--- config.mk ---
export PLATFORM = sky130hd
export DESIGN_NAME = tsc_dev_flat
export DESIGN_NICKNAME = d
export VERILOG_FILES = /design/src/core/tsc_pkg.sv /design/src/core/tsc_if.sv /design/src/core/tsc_dev.sv /design/src/core/tsc_frame_timer.sv /design/src/flat_wrapper.sv
export VERILOG_INCLUDE_DIRS = /design/src /design/src/core
export SDC_FILE = /design/constraint.sdc
export NUM_CORES = 2
export LEC_CHECK = 0
export BUFFER_PORTS_ARGS = -buffer_cell sky130_fd_sc_hd__buf_2
export CORE_ASPECT_RATIO = 0.9
export CORE_MARGIN = 1
export CORE_UTILIZATION = 51
export CTS_BUF_LIST = sky130_fd_sc_hd__clkbuf_4 sky130_fd_sc_hd__clkbuf_8
export DETAILED_ROUTE_END_ITERATION = 16
export PLACE_DENSITY = 0.67
export SLEW_MARGIN = 20
export SYNTH_ARGS = -nofsm -noshare
export SYNTH_HDL_FRONTEND = slang
export SYNTH_SLANG_ARGS = --single-unit
--- constraint.sdc ---
create_clock -name i_mclk -period 41.7 [get_ports i_mclk]
set_clock_uncertainty 0.05 [all_clocks]
set_input_delay 12.51 -clock i_mclk [delete_from_list [all_inputs] [get_ports i_mclk]]
set_output_delay 12.51 -clock i_mclk [all_outputs]
set_load 0.02 [all_outputs]
--- src/core/tsc_params.svh ---
// Purpose: Shared constants of the switch control register block.
// Assumes: 50 MHz clock; a 125 us frame.
// Notes:   Offsets and field positions are used by both ends.
// Function
// - Bit 15 resets device; host keeps it zero.
// - Host always writes bit 14 as one.
// - Bit 13 sets drive indicator pin polarity.
// - Host writes bits 12 and 10 as zero.
// - Bit 11 arms connection memory block programming.
// - Fill loads bits 15-13, clears bits 12-0.
// - Bit 6 rise starts fill; one write.
// - Fill lasts two frames, then bit 6 clears.
// - Host changes nothing while bit 6 set; the host refuses only control writes during a fill and passes memory writes.
// - Drive pin and standby low: drivers high impedance.
// - Otherwise drive, except channels with mode 11.
// - Bit 4 rise starts evaluation; done stops it.
// - Host holds bit 4 low one frame first.
// - Bits 3-0 select rate and switching mode.
`ifndef TSC_PARAMS_SVH
`define TSC_PARAMS_SVH

`define TSC_ADDR_W       8
`define TSC_DATA_W       16
`define TSC_CTRL_ADDR    8'h00
`define TSC_STAT_ADDR    8'h01
`define TSC_CM_SEL_BIT   7
`define TSC_CM_DEPTH     32
`define TSC_CM_IDX_W     5
`define TSC_CTRL_RESET   16'h4000
`define TSC_B_SRST       15
`define TSC_B_FIXED1     14
`define TSC_B_POL        13
`define TSC_B_RSV12      12
`define TSC_B_ARM        11
`define TSC_B_RSV10      10
`define TSC_B_FILL_HI    9
`define TSC_B_FILL_LO    7
`define TSC_B_GO         6
`define TSC_B_STBY       5
`define TSC_B_EVAL       4
`define TSC_B_RATE_HI    3
`define TSC_B_RATE_LO    0
`define TSC_CM_MODE_HI   14
`define TSC_CM_MODE_LO   13
`define TSC_CM_MODE_HIZ  2'h3
`define TSC_CM_LOW_ZERO  13'h0000
`define TSC_S_FILL       0
`define TSC_S_EVAL       1
`define TSC_FILL_FRAMES  2'h2
`define TSC_EVAL_GAP     2'h2
`define TSC_CLK_MHZ      50
`define TSC_FRAME_NS     125000
`define TSC_RST_HOLD_NS  100
`define TSC_FRAME_CYC    ((`TSC_FRAME_NS * `TSC_CLK_MHZ) / 1000)
`define TSC_RST_HOLD_CYC ((`TSC_RST_HOLD_NS * `TSC_CLK_MHZ + 999) / 1000)

`endif

--- src/core/tsc_pkg.sv ---
// Purpose: Types shared by both ends.
// Assumes: Constants come from tsc_params.svh.
// Notes:   None.
package tsc_pkg;
  typedef logic [15:0] tsc_word_t;
  typedef enum logic [1:0] {FILL_IDLE, FILL_SWEEP, FILL_WAIT} tsc_fill_e;
  typedef enum logic {HOST_READY, HOST_HOLD} tsc_host_e;
endpackage : tsc_pkg

--- src/core/tsc_if.sv ---
// Purpose: Register bus and frame status between host and switch.
// Assumes: One clock; all signals change after a rising edge.
// Notes:   Read data stand the cycle after the read strobe.
`timescale 1ns/1ps
`include "tsc_params.svh"
interface tsc_if;
  logic [`TSC_ADDR_W-1:0] addr;
  tsc_pkg::tsc_word_t     wdata;
  logic                   wr;
  logic                   rd;
  tsc_pkg::tsc_word_t     rdata;
  logic                   frame;
  logic                   fill_busy;

  modport dev  (input addr, wdata, wr, rd, output rdata, frame, fill_busy);
  modport host (output addr, wdata, wr, rd, input rdata, frame, fill_busy);
endinterface : tsc_if

--- src/core/tsc_dev.sv ---
// Purpose: Switch end: control register, block fill, drive control.
// Assumes: Host keeps the register bus rules; inputs are synchronous.
// Notes:   Connection memory is a reduced array of flip-flops.
//
// Added by the designer: the register addresses and the address-and-strobe port.
`timescale 1ns/1ps
`include "tsc_params.svh"
module tsc_dev #(
  parameter int unsigned FRAME_CYCLES = `TSC_FRAME_CYC
) (
  input  wire logic                  i_mclk,
  input  wire logic                  i_rst,
  tsc_if.dev                         bus,
  input  wire logic                  i_output_drive_pin,
  input  wire logic                  i_frame_eval_done,
  output logic                       o_tx_drive_en,
  output logic                       o_drive_indicator_pin,
  output logic [3:0]                 o_rate_select,
  output logic                       o_frame_eval_active,
  output logic [`TSC_CM_IDX_W-1:0]   o_slot
);
  tsc_pkg::tsc_word_t      switch_control;
  tsc_pkg::tsc_word_t      cm [`TSC_CM_DEPTH];
  tsc_pkg::tsc_fill_e      fill_state;
  tsc_pkg::tsc_fill_e      next_fill_state;
  logic [`TSC_CM_IDX_W-1:0] fill_idx;
  logic [1:0]              fill_frames;
  logic                    eval_done_q;
  logic                    frame;
  logic [`TSC_CM_IDX_W-1:0] slot;

  // Bus decode
  wire wr_ctrl  = bus.wr && (bus.addr == `TSC_CTRL_ADDR);
  wire rd_ctrl  = bus.rd && (bus.addr == `TSC_CTRL_ADDR);
  wire rd_stat  = bus.rd && (bus.addr == `TSC_STAT_ADDR);
  wire cm_sel   = bus.addr[`TSC_CM_SEL_BIT]
               && (bus.addr[`TSC_CM_SEL_BIT-1:`TSC_CM_IDX_W] == '0);
  wire [`TSC_CM_IDX_W-1:0] cm_idx = bus.addr[`TSC_CM_IDX_W-1:0];
  wire wr_cm    = bus.wr && cm_sel;
  wire rd_cm    = bus.rd && cm_sel;

  // A soft reset acts on the same edge as the write that carries it
  wire soft_rst = wr_ctrl && bus.wdata[`TSC_B_SRST];

  // Fill starts on a rising go bit written together with the arm bit
  wire go_rise  = wr_ctrl && bus.wdata[`TSC_B_GO] && !switch_control[`TSC_B_GO]
               && bus.wdata[`TSC_B_ARM];
  wire fill_on  = (fill_state != tsc_pkg::FILL_IDLE);
  wire fill_end = fill_on && frame && (fill_frames == `TSC_FILL_FRAMES - 2'h1);
  wire [2:0] fill_val = switch_control[`TSC_B_FILL_HI:`TSC_B_FILL_LO];
  wire tsc_pkg::tsc_word_t fill_word = {fill_val, `TSC_CM_LOW_ZERO};
  wire sweep_wr = (fill_state == tsc_pkg::FILL_SWEEP);

  wire eval_rise = wr_ctrl && bus.wdata[`TSC_B_EVAL] && !switch_control[`TSC_B_EVAL];
  wire eval_stop = i_frame_eval_done && !eval_done_q;

  // Drive decision for the channel now on the line
  wire [1:0] slot_mode = cm[slot][`TSC_CM_MODE_HI:`TSC_CM_MODE_LO];
  wire drive_any  = i_output_drive_pin || switch_control[`TSC_B_STBY];
  wire drive_now  = drive_any && (slot_mode != `TSC_CM_MODE_HIZ);
  wire indicator  = switch_control[`TSC_B_POL] ? drive_now : !drive_now;

  wire tsc_pkg::tsc_word_t stat_word =
    {14'h0000, o_frame_eval_active, fill_on};
  wire tsc_pkg::tsc_word_t next_rdata =
    rd_ctrl ? switch_control :
    rd_stat ? stat_word :
    rd_cm   ? cm[cm_idx] : 16'h0000;

  tsc_frame_timer #(
    .FRAME_CYCLES (FRAME_CYCLES)
  ) tsc_frame_timer_inst (
    .i_mclk  (i_mclk),
    .i_rst   (i_rst),
    .i_clr   (soft_rst),
    .o_frame (frame),
    .o_slot  (slot)
  );

  // Control register; the write wins over the self-clear of the go bit
  always_ff @(posedge i_mclk or posedge i_rst) begin
    if (i_rst) begin
      switch_control <= `TSC_CTRL_RESET;
    end else if (soft_rst) begin
      switch_control <= `TSC_CTRL_RESET;
    end else if (wr_ctrl) begin
      switch_control <= bus.wdata;
    end else if (fill_end) begin
      switch_control[`TSC_B_GO] <= 1'b0;
    end
  end

  always_comb begin
    next_fill_state = fill_state;
    unique case (fill_state)
      tsc_pkg::FILL_IDLE: begin
        if (go_rise) begin
          next_fill_state = tsc_pkg::FILL_SWEEP;
        end
      end
      tsc_pkg::FILL_SWEEP: begin
        if (fill_end) begin
          next_fill_state = tsc_pkg::FILL_IDLE;
        end else if (&fill_idx) begin
          next_fill_state = tsc_pkg::FILL_WAIT;
        end
      end
      tsc_pkg::FILL_WAIT: begin
        if (fill_end) begin
          next_fill_state = tsc_pkg::FILL_IDLE;
        end
      end
      default: next_fill_state = tsc_pkg::FILL_IDLE;
    endcase
  end

  always_ff @(posedge i_mclk or posedge i_rst) begin
    if (i_rst) begin
      fill_state  <= tsc_pkg::FILL_IDLE;
      fill_idx    <= '0;
      fill_frames <= 2'h0;
    end else if (soft_rst) begin
      fill_state  <= tsc_pkg::FILL_IDLE;
      fill_idx    <= '0;
      fill_frames <= 2'h0;
    end else begin
      fill_state  <= next_fill_state;
      fill_idx    <= sweep_wr ? fill_idx + 1'b1 : '0;
      // Frames are counted from the start edge, so two frame marks pass
      if (!fill_on) begin
        fill_frames <= 2'h0;
      end else if (frame) begin
        fill_frames <= fill_frames + 2'h1;
      end
    end
  end

  // Connection memory: the sweep has priority over host writes,
  // which the host is not allowed to make while the fill runs.
  genvar gi;
  generate
    for (gi = 0; gi < `TSC_CM_DEPTH; gi++) begin : g_cm
      wire sweep_hit = sweep_wr && (fill_idx == gi);
      wire host_hit  = wr_cm && (cm_idx == gi);
      always_ff @(posedge i_mclk or posedge i_rst) begin
        if (i_rst) begin
          cm[gi] <= 16'h0000;
        end else if (soft_rst) begin
          cm[gi] <= 16'h0000;
        end else if (sweep_hit) begin
          cm[gi] <= fill_word;
        end else if (host_hit) begin
          cm[gi] <= bus.wdata;
        end
      end
    end
  endgenerate

  // Evaluation runs until the done flag rises; a new start wins
  always_ff @(posedge i_mclk or posedge i_rst) begin
    if (i_rst) begin
      o_frame_eval_active <= 1'b0;
      eval_done_q         <= 1'b0;
    end else begin
      eval_done_q <= i_frame_eval_done;
      if (soft_rst) begin
        o_frame_eval_active <= 1'b0;
      end else if (eval_rise) begin
        o_frame_eval_active <= 1'b1;
      end else if (eval_stop) begin
        o_frame_eval_active <= 1'b0;
      end
    end
  end

  always_ff @(posedge i_mclk or posedge i_rst) begin
    if (i_rst) begin
      o_tx_drive_en         <= 1'b0;
      o_drive_indicator_pin <= 1'b1;
      o_rate_select         <= 4'h0;
      o_slot                <= '0;
      bus.rdata             <= 16'h0000;
      bus.frame             <= 1'b0;
      bus.fill_busy         <= 1'b0;
    end else begin
      o_tx_drive_en         <= drive_now;
      o_drive_indicator_pin <= indicator;
      o_rate_select         <= switch_control[`TSC_B_RATE_HI:`TSC_B_RATE_LO];
      o_slot                <= slot;
      bus.rdata             <= next_rdata;
      bus.frame             <= frame;
      bus.fill_busy         <= fill_on || go_rise;
    end
  end
endmodule : tsc_dev

--- src/core/tsc_frame_timer.sv ---
// Purpose: Frame and channel slot timing of the switch.
// Assumes: FRAME_CYCLES is a whole multiple of the memory depth.
// Notes:   Restarts from slot 0 on i_clr.
`timescale 1ns/1ps
`include "tsc_params.svh"
module tsc_frame_timer #(
  parameter int unsigned FRAME_CYCLES = `TSC_FRAME_CYC
) (
  input  wire logic                     i_mclk,
  input  wire logic                     i_rst,
  input  wire logic                     i_clr,
  output logic                          o_frame,
  output logic [`TSC_CM_IDX_W-1:0]      o_slot
);
  localparam int unsigned SLOT_CYC = FRAME_CYCLES / `TSC_CM_DEPTH;
  localparam logic [15:0] SLOT_LAST = 16'(SLOT_CYC - 1);

  logic [15:0] cyc;
  wire         slot_end  = (cyc == SLOT_LAST);
  wire         frame_end = slot_end && (&o_slot);

  always_ff @(posedge i_mclk or posedge i_rst) begin
    if (i_rst) begin
      cyc     <= 16'h0000;
      o_slot  <= '0;
      o_frame <= 1'b0;
    end else if (i_clr) begin
      cyc     <= 16'h0000;
      o_slot  <= '0;
      o_frame <= 1'b0;
    end else begin
      cyc     <= slot_end ? 16'h0000 : cyc + 16'h0001;
      o_slot  <= slot_end ? o_slot + 1'b1 : o_slot;
      o_frame <= frame_end;
    end
  end
endmodule : tsc_frame_timer

--- src/flat_wrapper.sv ---
// flat-port wrapper written by rule: the top's interface ports become plain ports
module tsc_dev_flat 
#(
  parameter int unsigned FRAME_CYCLES = `TSC_FRAME_CYC
)
  (i_mclk, i_rst, i_output_drive_pin, i_frame_eval_done, o_tx_drive_en, o_drive_indicator_pin, o_rate_select, o_frame_eval_active, o_slot, bus_addr, bus_wdata, bus_wr, bus_rd, bus_rdata, bus_frame, bus_fill_busy);
  tsc_if bus_i ();
  input  wire logic i_mclk;
  input  wire logic i_rst;
  input  wire logic i_output_drive_pin;
  input  wire logic i_frame_eval_done;
  output logic o_tx_drive_en;
  output logic o_drive_indicator_pin;
  output logic [3:0] o_rate_select;
  output logic o_frame_eval_active;
  output logic [`TSC_CM_IDX_W-1:0] o_slot;
  input wire logic [$bits(bus_i.addr)-1:0] bus_addr;
  input wire logic [$bits(bus_i.wdata)-1:0] bus_wdata;
  input wire logic [$bits(bus_i.wr)-1:0] bus_wr;
  input wire logic [$bits(bus_i.rd)-1:0] bus_rd;
  output wire logic [$bits(bus_i.rdata)-1:0] bus_rdata;
  output wire logic [$bits(bus_i.frame)-1:0] bus_frame;
  output wire logic [$bits(bus_i.fill_busy)-1:0] bus_fill_busy;
  assign bus_i.addr = bus_addr;
  assign bus_i.wdata = bus_wdata;
  assign bus_i.wr = bus_wr;
  assign bus_i.rd = bus_rd;
  assign bus_rdata = bus_i.rdata;
  assign bus_frame = bus_i.frame;
  assign bus_fill_busy = bus_i.fill_busy;
  tsc_dev #(.FRAME_CYCLES(FRAME_CYCLES)) u_core (.i_mclk(i_mclk), .i_rst(i_rst), .bus(bus_i), .i_output_drive_pin(i_output_drive_pin), .i_frame_eval_done(i_frame_eval_done), .o_tx_drive_en(o_tx_drive_en), .o_drive_indicator_pin(o_drive_indicator_pin), .o_rate_select(o_rate_select), .o_frame_eval_active(o_frame_eval_active), .o_slot(o_slot));
endmodule
==> metrics.txt <==
outcome=finished, final reports clean; num ports=60; Switching Fraction=0.2548; vias in the first global route=19962; reg2reg start=u_core.fill_state[1]$_DFFE_PP0P_; Post-Synthesis Cells=2152; flop2flop setup slack=38.73 ns; Critical Path End Type=flop; CTS Root Cell=clkbuf_8; Hold Crit Class=flop to flop; sequential fraction of the synthesis area=0.5247; Tcrit/Tclk final=0.3726; DRC=0; Seq pwr share=0.492; drt total wl=82350 um; Max Cap Viol=0; fmax=64.37 MHz; Netlist cell types=57; row count=between 80 and 90; worst-margin pin slew=between 1 and 1.5 ns; Worst slew margin=0.2500; Synth Flop Type=dfrtp_1; Die Width=249.6 um; HP Start=u_core.switch_control[0]$_DFFE_PP0P_; PortBufs=59; Comb pwr share=0.091; Required @ worst endpoint=42.23 ns; maximum number of pins on one net before global-route repair=135; Syn Area/Cell=13.08 um2; clock share of power=0.417; initial core utilization=0.5171; wire length of the first global-routing pass=127200 um; Int Pwr=0.0009593 W; crit path kind=input port to flop; synthesized flop and latch total=between 500 and 600; Initial DRT Pass Iterations=6; Hold-fix buffers, CTS=0; Post-CTS Resized=0; Final Max Tran Viols=0; final worst slack=26.16 ns; GR Overflow Total=0; switching power total=0.0003279 W; clock sink count=a little under 600; Worst Path Arrival=around 16 ns; layout cells sized above 1=0.2409; initial antenna violation count=1; Syn Std Cell Area=28140 um2; Final TNS setup=0 ns; antenna viol nets, final=0; Design Power=0.001287 W; Worst-Skew Late Latency=around 0.70 ns; RD Place Congestion=0.8772; unrepaired setup endpoints after global routing=false; HPWL after DPL=51510 um; routed vias/inst=6.858; Avg WL per Cell=around 28 um; EDFF count, synth=0; ys async rst share=1.000; die extent in y=224.9 um; worst slack, placed=25.32 ns; First DRT Iteration DRCs=2093; Setup-failing EPs final=0; core area=54420 um2; H-Tree Depth=3; VDD IR-drop max=0.02457 mV; area delta synth->final=9.127%; total CTS buffers=95; final hold violations=0; crit-path max FO=50; Vias=19971; post-layout util=0.5643; Final Non-Filler Cells=2912; post-CTS setup buffer count=0; Min Clock Period, post-route=approximately 16 ns; CTS max path bufs=3; Nets=2173; Yosys warnings=0; placed cell count=2739; GRT Total Usage=0.2991; die area=56130 um2; startpoint types=input port; power per cell area=41.91 nW/um2; Pleak=14.44 nW; Worst-path clk slew=0.07 ns; CTS tree=done; Setup crit start=bus_addr[0]; syn_nets=roughly 2200
## cell usage after synthesis (11+ instances only)
master | instances | share of area
inv_1 | 16 | 0.0021
clkbuf_1 | 122 | 0.016
o21ai_0 | 13 | 0.0023
mux2_2 | 13 | 0.0052
a22o_1 | 416 | 0.13
a21oi_1 | 36 | 0.0064
o31ai_1 | 25 | 0.0067
a211oi_1 | 33 | 0.0088
ha_1 | 11 | 0.0049
and2_1 | 16 | 0.0036
mux4_2 | 163 | 0.13
o31ai_2 | 39 | 0.017
nor2b_1 | 14 | 0.0031
dfrtp_1 | 588 | 0.52
and3_1 | 40 | 0.0089
mux2i_1 | 92 | 0.033
buf_1 | 21 | 0.0028
nand2_1 | 180 | 0.024
buf_6 | 34 | 0.014
buf_2 | 55 | 0.0098
nor2_1 | 90 | 0.012
a22oi_1 | 16 | 0.0043
nand3_1 | 30 | 0.0053
## worst max-delay path, cell delays in order
cell and delay (ns):
buf_8 0.38, buf_4 0.82, buf_4 0.89, mux4_2 0.61
mux4_2 0.49, a22oi_1 0.21, nand2_1 0.07
## power by group through the flow
stage                     combinational [W]  sequential [W]  clock [W]
final                              0.000118        0.000633   0.000537
after global routing               0.000128        0.000636   0.000567
after CTS                          0.000118        0.000632   0.000544
after detailed placement           0.000118        0.000641          0
after global placement             0.000114        0.000640          0
after floorplan                   0.0000911        0.000632          0
## area by class of cell
class	instances	area [um2]
diodes	3	7.507
clock buffers	152	1879
multi-input cells	1312	12170
flip-flops and latches	590	14770
well taps	705	882.1
fillers	4399	23710
clock inverters	17	157.7
repair buffers	117	774.5
inverters	16	67.56
## cells in the final DEF (no fill, tap or decap), drive strengths merged, types with 3 or more instances in the layout
master	n
mux2i	92
nor3b	9
a21oi	37
nor4	5
o31ai	64
and2	16
a22o	416
o211ai	4
nor3	8
xnor2	10
nand2b	3
a311oi	3
ha	11
diode	3
buf	117
a22oi	16
nand3	30
o21ai	14
mux4	163
mux2	13
clkbuf	152
nand3b	6
and3	40
xor2	10
nand2	180
a211oi	34
nor2	92
nor2b	14
clkinv	9
inv	20
dfrtp	588
nand4	7
## path summary, 6_finish.rpt
path / end / cells after the start
setup reg to reg: u_core.cm[225]$_DFFE_PP0P_ / 5
min in group asynchronous: u_core.cm[163]$_DFFE_PP0P_ / 2
hold reg to reg: u_core.o_rate_select[0]$_DFF_PP0_ / 0
hold / removal: u_core.o_rate_select[0]$_DFF_PP0_ / 0
setup / recovery: u_core.bus.rdata[2]$_DFF_PP0_ / 7
max in group asynchronous: u_core.cm[292]$_DFFE_PP0P_ / 4
## flip-flops by register name, summed over array words and instances, names as in the netlist
signal	count
u_core.switch_control	16
u_core.fill_frames	2
u_core.eval_done_q	1
u_core.fill_state	2
u_core.o_slot	5
u_core.bus.fill_busy	1
u_core.cm	512
u_core.bus.rdata	16
u_core.fill_idx	5
u_core.tsc_frame_timer_inst.o_slot	5
u_core.o_rate_select	4
u_core.o_tx_drive_en	1
u_core.tsc_frame_timer_inst.cyc	16
u_core.bus.frame	1
u_core.o_drive_indicator_pin	1
u_core.o_frame_eval_active	1
u_core.tsc_frame_timer_inst.o_frame	1
## stage by stage
step	cell area [um2]	hold WS (ns)
6_report	30710	0.3524
2_1_floorplan	28140	0.3151
5_1_grt	30700	0.3694
3_3_place_gp	28590	0.3362
3_5_place_dp	28610	0.3358
4_1_cts	30650	0.3515
## cells by family (layout without fill, tap and decap cells)
logic type / Yosys count / after routing / share of synthesized area
multiplexers: 268 / 268 / 0.1684
AO/OA/AOI/OAI: 597 / 597 / 0.1815
AND/OR/NAND/NOR: 416 / 416 / 0.06922
buffers and inverters: 250 / 302 / 0.04513
adder cells (fa/ha/maj): 11 / 11 / 0.004890
other: 0 / 3 / 0
XOR/XNOR: 20 / 20 / 0.006224
flip-flops: 590 / 590 / 0.5247
## metal layers
metal | vias up | part of all wire | track usage
li1 | 8185 | - | -
met2 | 1133 | 0.44 | 0.4194
met5 | - | 0.00016 | 0
met3 | 165 | 0.10 | 0.08680
met4 | 2 | 0.026 | 0.09777
met1 | 10486 | 0.43 | 0.4462
Note: power is estimated with default switching activity, not from simulation.
